<file path="src/verilog/ubc_pkg.sv">
// package of register map, field layout and state codes for the checksum unit
package ubc_pkg;

    localparam int          UBC_ADDR_W     = 4;
    localparam int          UBC_DATA_W     = 8;

    localparam logic [3:0]  UBC_ADDR_CTRL  = 4'h0;
    localparam logic [3:0]  UBC_ADDR_TXSUM = 4'h1;
    localparam logic [3:0]  UBC_ADDR_RXSUM = 4'h2;
    localparam logic [3:0]  UBC_ADDR_STAT  = 4'h3;
    localparam logic [3:0]  UBC_ADDR_TXCNT = 4'h4;
    localparam logic [3:0]  UBC_ADDR_RXCNT = 4'h5;
    localparam logic [3:0]  UBC_ADDR_TXPID = 4'h6;
    localparam logic [3:0]  UBC_ADDR_RXPID = 4'h7;

    localparam int          UBC_CTRL_LIN   = 0;
    localparam int          UBC_CTRL_EN    = 1;
    localparam int          UBC_STAT_TX_LO = 0;
    localparam int          UBC_STAT_RX_LO = 3;

    localparam logic [7:0]  UBC_SUM_RST    = 8'h00;
    localparam logic [7:0]  UBC_CNT_RST    = 8'h00;
    localparam logic [7:0]  UBC_PID_RST    = 8'h00;
    localparam logic [1:0]  UBC_CTRL_RST   = 2'h0;
    localparam logic [7:0]  UBC_READ_ZERO  = 8'h00;
    localparam logic [7:0]  UBC_CNT_ONE    = 8'h01;

    typedef enum logic [2:0] {
        UBC_ST_IDLE = 3'b001,
        UBC_ST_PID  = 3'b010,
        UBC_ST_DATA = 3'b100
    } ubc_frame_t;

endpackage

</file>
<file path="src/verilog/ubc_checksum.sv">
// top of the serial byte checksum unit: registers, frame tracking, sums
// Overview of operation
// - lin mode, enable set: transmit sum adds every sent byte, pid too.
// - lin mode, enable clear: transmit sum adds every sent byte but pid.
// - other modes, enable set: transmit sum adds all bytes since a clear.
// - other modes, enable clear: transmit sum is idle and meaningless.
// - lin mode, enable set: receive sum adds every byte taken, pid too.
// - lin mode, enable clear: receive sum adds every byte taken but pid.
// - other modes, enable set: receive sum adds all bytes since a clear.
// - other modes, enable clear: receive sum is idle and meaningless.
// - receive sum is an 8-bit read/write register reset to zero.
// - transmit sum is an 8-bit read/write register reset to zero.
//
// Our own choices: the placing of the registers and the plain strobed port.
`timescale 1ns/10ps
module ubc_checksum #(
    parameter int AW = 4,
    parameter int DW = 8
) (
    input  wire logic                     ref_clk,
    input  wire logic                     resetn,
    input  wire logic [ubc_pkg::UBC_ADDR_W-1:0] addr,
    input  wire logic [ubc_pkg::UBC_DATA_W-1:0] wr_data,
    input  wire logic                     wr_en,
    input  wire logic                     rd_en,
    output logic      [ubc_pkg::UBC_DATA_W-1:0] rd_data,
    input  wire logic                     tx_frame_start,
    input  wire logic                     tx_byte_done,
    input  wire logic [ubc_pkg::UBC_DATA_W-1:0] tx_byte,
    input  wire logic                     rx_frame_start,
    input  wire logic                     rx_byte_done,
    input  wire logic [ubc_pkg::UBC_DATA_W-1:0] rx_byte,
    output logic      [ubc_pkg::UBC_DATA_W-1:0] tx_checksum,
    output logic      [ubc_pkg::UBC_DATA_W-1:0] rx_checksum,
    output logic                          lin_mode,
    output logic                          checksum_enable
);
    import ubc_pkg::*;

    // width of one frame state field inside the status word
    localparam int SW = $bits(ubc_frame_t);

    ubc_frame_t    tx_state;
    ubc_frame_t    rx_state;
    ubc_frame_t    next_tx_state;
    ubc_frame_t    next_rx_state;
    logic          tx_counts;
    logic          rx_counts;
    logic          tx_is_pid;
    logic          rx_is_pid;
    logic          wr_txsum;
    logic          wr_rxsum;
    logic          wr_ctrl;
    logic [DW-1:0] tx_count;
    logic [DW-1:0] rx_count;
    logic [DW-1:0] next_tx_count;
    logic [DW-1:0] next_rx_count;
    logic [DW-1:0] tx_pid;
    logic [DW-1:0] rx_pid;
    logic [DW-1:0] status;
    logic [DW-1:0] next_rd_data;

    // a byte is the pid only in lin mode, right after a frame start
    function automatic logic ubc_pid_slot(
        input logic       lin,
        input ubc_frame_t st
    );
        ubc_pid_slot = lin && (st == UBC_ST_PID);
    endfunction

    // decides whether a finished byte enters the running sum
    function automatic logic ubc_counts(
        input logic       lin,
        input logic       en,
        input ubc_frame_t st
    );
        logic pid;
        pid = ubc_pid_slot(lin, st);
        if (lin) begin
            ubc_counts = en || !pid;
        end else begin
            ubc_counts = en;
        end
    endfunction

    // frame walker: frame start arms the pid slot, the next byte leaves it
    function automatic ubc_frame_t ubc_walk(
        input logic       lin,
        input logic       start,
        input logic       done,
        input ubc_frame_t st
    );
        ubc_frame_t nx;
        nx = st;
        if (!lin) begin
            nx = UBC_ST_IDLE;
        end else if (start) begin
            nx = UBC_ST_PID;
        end else if (done) begin
            case (st)
                UBC_ST_IDLE: nx = UBC_ST_IDLE;
                UBC_ST_PID:  nx = UBC_ST_DATA;
                UBC_ST_DATA: nx = UBC_ST_DATA;
                default:     nx = UBC_ST_IDLE;
            endcase
        end
        ubc_walk = nx;
    endfunction

    // one register hit: strobe high at a given offset
    function automatic logic ubc_hit(
        input logic                  strobe,
        input logic [UBC_ADDR_W-1:0] a,
        input logic [UBC_ADDR_W-1:0] target
    );
        ubc_hit = strobe && (a == target);
    endfunction

    // count step: a sum write restarts it, a byte in that cycle still counts
    function automatic logic [DW-1:0] ubc_step_count(
        input logic          clr,
        input logic          add,
        input logic [DW-1:0] cnt
    );
        logic [DW-1:0] nx;
        nx = cnt;
        if (clr) begin
            nx = add ? DW'(UBC_CNT_ONE) : DW'(UBC_CNT_RST);
        end else if (add) begin
            nx = DW'(cnt + DW'(UBC_CNT_ONE));
        end
        ubc_step_count = nx;
    endfunction

    // register decode
    always_comb begin
        wr_ctrl  = 1'b0;
        wr_txsum = 1'b0;
        wr_rxsum = 1'b0;
        if (ubc_hit(wr_en, addr, UBC_ADDR_CTRL)) begin
            wr_ctrl = 1'b1;
        end else if (ubc_hit(wr_en, addr, UBC_ADDR_TXSUM)) begin
            wr_txsum = 1'b1;
        end else if (ubc_hit(wr_en, addr, UBC_ADDR_RXSUM)) begin
            wr_rxsum = 1'b1;
        end
    end

    // control word: mode and enable, both read back
    always_ff @(posedge ref_clk or negedge resetn) begin
        if (!resetn) begin
            lin_mode        <= UBC_CTRL_RST[UBC_CTRL_LIN];
            checksum_enable <= UBC_CTRL_RST[UBC_CTRL_EN];
        end else if (wr_ctrl) begin
            lin_mode        <= wr_data[UBC_CTRL_LIN];
            checksum_enable <= wr_data[UBC_CTRL_EN];
        end
    end

    // transmit byte qualification
    always_comb begin
        tx_is_pid     = ubc_pid_slot(lin_mode, tx_state);
        tx_counts     = tx_byte_done
                        && ubc_counts(lin_mode, checksum_enable, tx_state);
        next_tx_state = ubc_walk(lin_mode, tx_frame_start, tx_byte_done,
                                 tx_state);
    end

    // receive byte qualification, same walk on its own state
    always_comb begin
        rx_is_pid     = ubc_pid_slot(lin_mode, rx_state);
        rx_counts     = rx_byte_done
                        && ubc_counts(lin_mode, checksum_enable, rx_state);
        next_rx_state = ubc_walk(lin_mode, rx_frame_start, rx_byte_done,
                                 rx_state);
    end

    // frame walkers; leaving lin mode parks them idle

    always_ff @(posedge ref_clk or negedge resetn) begin
        if (!resetn) begin
            tx_state <= UBC_ST_IDLE;
        end else begin
            tx_state <= next_tx_state;
        end
    end

    always_ff @(posedge ref_clk or negedge resetn) begin
        if (!resetn) begin
            rx_state <= UBC_ST_IDLE;
        end else begin
            rx_state <= next_rx_state;
        end
    end

    // last pid seen, kept for software to compare against the sum
    always_ff @(posedge ref_clk or negedge resetn) begin
        if (!resetn) begin
            tx_pid <= UBC_PID_RST;
        end else if (tx_byte_done && tx_is_pid) begin
            tx_pid <= tx_byte;
        end
    end

    always_ff @(posedge ref_clk or negedge resetn) begin
        if (!resetn) begin
            rx_pid <= UBC_PID_RST;
        end else if (rx_byte_done && rx_is_pid) begin
            rx_pid <= rx_byte;
        end
    end

    // byte counts restart on a sum write; a byte in that cycle still counts
    always_comb begin
        next_tx_count = ubc_step_count(wr_txsum, tx_counts, tx_count);
        next_rx_count = ubc_step_count(wr_rxsum, rx_counts, rx_count);
    end

    always_ff @(posedge ref_clk or negedge resetn) begin
        if (!resetn) begin
            tx_count <= UBC_CNT_RST;
        end else begin
            tx_count <= next_tx_count;
        end
    end

    always_ff @(posedge ref_clk or negedge resetn) begin
        if (!resetn) begin
            rx_count <= UBC_CNT_RST;
        end else begin
            rx_count <= next_rx_count;
        end
    end

    // transmit sum
    ubc_sum_acc #(
        .W          (DW)
    ) u_tx_sum (
        .ref_clk    (ref_clk),
        .resetn     (resetn),
        .add_en     (tx_counts),
        .add_byte   (tx_byte),
        .load       (wr_txsum),
        .load_value (wr_data),
        .sum        (tx_checksum)
    );

    // receive sum
    ubc_sum_acc #(
        .W          (DW)
    ) u_rx_sum (
        .ref_clk    (ref_clk),
        .resetn     (resetn),
        .add_en     (rx_counts),
        .add_byte   (rx_byte),
        .load       (wr_rxsum),
        .load_value (wr_data),
        .sum        (rx_checksum)
    );

    // both walkers side by side; they sit idle outside lin mode
    always_comb begin
        status = UBC_READ_ZERO;
        status[UBC_STAT_TX_LO +: SW] = tx_state;
        status[UBC_STAT_RX_LO +: SW] = rx_state;
    end

    // read mux; unmapped offsets read zero, data valid the cycle after
    always_comb begin
        next_rd_data = UBC_READ_ZERO;
        if (!rd_en) begin
            next_rd_data = UBC_READ_ZERO;
        end else if (addr == UBC_ADDR_CTRL) begin
            next_rd_data[UBC_CTRL_LIN] = lin_mode;
            next_rd_data[UBC_CTRL_EN]  = checksum_enable;
        end else if (addr == UBC_ADDR_TXSUM) begin
            next_rd_data = tx_checksum;
        end else if (addr == UBC_ADDR_RXSUM) begin
            next_rd_data = rx_checksum;
        end else if (addr == UBC_ADDR_STAT) begin
            next_rd_data = status;
        end else if (addr == UBC_ADDR_TXCNT) begin
            next_rd_data = tx_count;
        end else if (addr == UBC_ADDR_RXCNT) begin
            next_rd_data = rx_count;
        end else if (addr == UBC_ADDR_TXPID) begin
            next_rd_data = tx_pid;
        end else if (addr == UBC_ADDR_RXPID) begin
            next_rd_data = rx_pid;
        end
    end

    // registered read: data stands one cycle, then drops to zero
    always_ff @(posedge ref_clk or negedge resetn) begin
        if (!resetn) begin
            rd_data <= UBC_READ_ZERO;
        end else begin
            rd_data <= next_rd_data;
        end
    end

endmodule

</file>
<file path="src/verilog/ubc_sum_acc.sv">
// modulo-256 running byte sum with software load
`timescale 1ns/10ps
module ubc_sum_acc #(
    parameter int W = 8
) (
    input  wire logic         ref_clk,
    input  wire logic         resetn,
    input  wire logic         add_en,
    input  wire logic [W-1:0] add_byte,
    input  wire logic         load,
    input  wire logic [W-1:0] load_value,
    output logic      [W-1:0] sum
);
    import ubc_pkg::*;

    logic [W-1:0] base;

    // a byte finishing in the write cycle is added on top of the loaded value
    always_comb begin
        base = load ? load_value : sum;
    end

    always_ff @(posedge ref_clk or negedge resetn) begin
        if (!resetn) begin
            sum <= W'(UBC_SUM_RST);
        end else if (add_en) begin
            sum <= W'(base + add_byte);
        end else if (load) begin
            sum <= load_value;
        end
    end

endmodule

</file>
<file path="config.mk">
export PLATFORM = sky130hd
export DESIGN_NAME = ubc_checksum
export DESIGN_NICKNAME = d
export VERILOG_FILES = /design/src/verilog/ubc_pkg.sv /design/src/verilog/ubc_checksum.sv /design/src/verilog/ubc_sum_acc.sv
export SDC_FILE = /design/constraint.sdc
export NUM_CORES = 1
export LEC_CHECK = 0
export BUFFER_PORTS_ARGS = -buffer_cell sky130_fd_sc_hd__buf_2
export CAP_MARGIN = 40
export CORE_MARGIN = 2
export CORE_UTILIZATION = 60
export DETAILED_ROUTE_END_ITERATION = 8
export GPL_TIMING_DRIVEN = 1
export PLACE_DENSITY = 0.89
export SETUP_SLACK_MARGIN = 0.02
export SLEW_MARGIN = 20
export SYNTH_ARGS = -nofsm -noshare
export SYNTH_HDL_FRONTEND = slang
export SYNTH_SLANG_ARGS = --single-unit
</file>
<file path="constraint.sdc">
create_clock -name ref_clk -period 5.2 [get_ports ref_clk]
set_clock_uncertainty 0.05 [all_clocks]
set_input_delay 0.52 -clock ref_clk [delete_from_list [all_inputs] [get_ports ref_clk]]
set_output_delay 0.52 -clock ref_clk [all_outputs]
set_load 0.01 [all_outputs]
</file>
==> impl_results.md <==
* Register share of total power at 0.382
* Synth area leader: dfrtp_1
* Max Root-Sink Buffers at 2
* Total clock sinks at 64
* Top-area cell type share of the netlist area at 0.403
* Half-perimeter wire length after placement at 7230 um
* Initial antenna violation count at 0
* Sw Ratio at 0.387
* Post-synthesis cell count at 361
* Register bit count reported by yosys at 64
* Routed Wire Length at 9790 um
* Req. time, crit path at 5.35 ns
* Top FF cell, synth: dfrtp_1
* Die area at 0.00707 mm^2
* # IOs at 62
* Max FO, Critical Path at 19
* H-tree levels at 3
* CTS tree: yes
* Root Driver: clkbuf_8
* Crit start category: input port
* Routed Antenna Nets at 0
* Switching pwr at 801 uW
* Status: completed
* Worst setup EP type: flop
* Kind of critical path: in2reg
* Final Setup Violations at 0
* Initial Utilization at 0.613
* Nets at 476
* Fillers at 457
* CTS buffer count at 9
* Routability cong. at 0.904
* Clock power share at 0.206
* Post-Syn Area at 0.00385 mm^2
* Global-route wire length before repair at 15800 um
* Count leader, synth: dfrtp_1
* GRT Residual Overflow at 0
* Area Growth Syn to Fin at 13.6%
* Total track usage at 0.291
* Synth warnings at 0
* Drt drc at 0
* Library cells used by synthesis at 41
* Rows at 29
* DIE HEIGHT at 84.1 um
* Syn Nets at 416
* Peak supply drop at 0.000304 V
* Vias in the first global route at 3094
* DIE WIDTH at 84.1 um
* Post-synth EDFFs at 0
* Wire per inst at 19.5 um
* Power Density at 473 mW/mm^2
* Post_cts resized at 0
* Final setup margin at 1.98 ns
* Actual slew at the worst max-slew pin at 0.839 ns
* Final Slew Violations at 0
* # port buffers at 61
* Via count at 3188
* Hold_buf cts at 0
* Maxcap violations at 0
* TNS Setup at 0 ns
* Leakage at 2.02 nW
* Synth cell count leaders: dfrtp_1, nor2_1, mux2_2, a21oi_1, nand2_1
* Diode count at 0
* Vias per Instance at 6.34
* Post-CTS Setup Repair Bufs at 0
* Internal power at 1.27 mW
* Worst path arrival time at 3.37 ns
* Setup slack at placement at 1.65 ns
* Synth area leaders: dfrtp_1, mux2_2, ha_1
* Clock Latency Late Sink at 0.35 ns
* Fin crit period at 3.22 ns
* RSZ-0062 raised after global routing: no
* Max_slew headroom at 0.440
* Combinational power share at 0.413
* Fmax at 311 MHz
* DRT iter0 DRCs at 393
* Iteration count of the initial detailed-routing pass at 5
* Clock transition at the registers of the reported paths at 0.07 ns
* Core ar. at 0.00628 mm^2
* Final Hold Vio Count at 0
* Async set or reset register ratio after synthesis at 1.00
* Largest net degree at the start of global routing at 65
* Syn avg cell area at 10.7 um^2
* Layout cells sized above 1 at 0.317
* Hold WC Path Type: in2async
* Crit share post-route at 0.619
* Seq/Total Area, Yosys at 0.417
[flip-flops by register name, indices dropped and copies added, names as in the netlist]
signal	flops
checksum_enable	1
lin_mode	1
rd_data	8
rx_count	8
rx_pid	8
rx_state	3
tx_count	8
tx_pid	8
tx_state	3
u_rx_sum.sum	8
u_tx_sum.sum	8
[cells by family after synthesis]
family	synth area share
compound gates	0.105
xor+xnor	0.0591
fa+ha+maj	0.0656
buf+inv	0.0305
flops	0.417
mux	0.171
simple gates	0.152
[through the flow]
step,util,instances,total power [mW],instance area [um^2],hold WS [ns]
3_5_place_dp,0.662,486,1.62,4160,0.440
6_report,0.697,503,2.07,4370,0.0176
2_1_floorplan,-,361,1.35,3850,0.174
3_3_place_gp,0.662,486,1.58,4160,0.439
5_1_grt,0.697,503,2.19,4370,0.0161
4_1_cts,0.692,502,2.05,4350,0.300
[placed cells by master (no fill, tap or decap), drive strengths merged, types with 5 or more instances in the layout]
master	netlist	final
clkbuf	2	12
a22oi	6	6
and3	5	5
dfrtp	62	62
ha	17	17
nand3	7	7
xnor2	14	14
a21oi	34	34
nand2	22	22
mux2	38	38
o21ai	8	8
xor2	12	12
nor2b	6	6
buf	12	63
nor3	12	12
mux4	8	8
nor2	52	52
[final cells by class]
| cell class | instances | area [um^2] | share of cell area |
|---|---|---|---|
| clock inverter | 4 | 45.0 | 0.0103 |
| timing repair buffer | 63 | 340 | 0.0778 |
| clock buffer | 12 | 145 | 0.0332 |
| tap | 77 | 96.3 | 0.0220 |
| inverter | 4 | 15.0 | 0.00343 |
| sequential | 64 | 1600 | 0.367 |
| multi-input combinational | 279 | 2130 | 0.487 |
[power by group through the flow]
stage	registers, mW	clock network [mW]	logic [mW]
2_1_floorplan	0.752	0	0.595
3_3_place_gp	0.782	0	0.798
3_5_place_dp	0.786	0	0.835
4_1_cts	0.777	0.429	0.844
5_1_grt	0.799	0.448	0.947
6_report	0.789	0.425	0.853
[path summary, 6_finish.rpt]
kind                                 start         endpoint  slack (ns)  cells past startpoint
max                                addr[1]  u_tx_sum.sum[6]        1.98                     11
min                                 resetn  u_tx_sum.sum[2]        0.02                      2
max reg2reg                u_rx_sum.sum[0]  u_rx_sum.sum[6]        2.82                      8
min reg2reg                      rx_pid[6]        rx_pid[6]        0.45                      1
max in group asynchronous           resetn      tx_state[0]        4.54                      3
min in group ref_clk        rx_frame_start      rx_state[2]        0.31                      2
[worst max-delay path, stage by stage]
cell and delay [ns]:
buf_2 0.23, or3_4 0.49, nor2_8 0.28, mux2_2 0.40
ha_1 0.22, fa_1 0.40, a21o_1 0.17, a21oi_1 0.22
o211ai_1 0.15, xnor2_1 0.17, a21oi_1 0.09
[routing by layer]
layer / wire (um) / global-route usage
met5: 0 / 0
met4: 287 / 0.125
met3: 890 / 0.0593
met2: 4800 / 0.465
met1: 3810 / 0.388
Note: power is estimated with default switching activity, not from simulation.
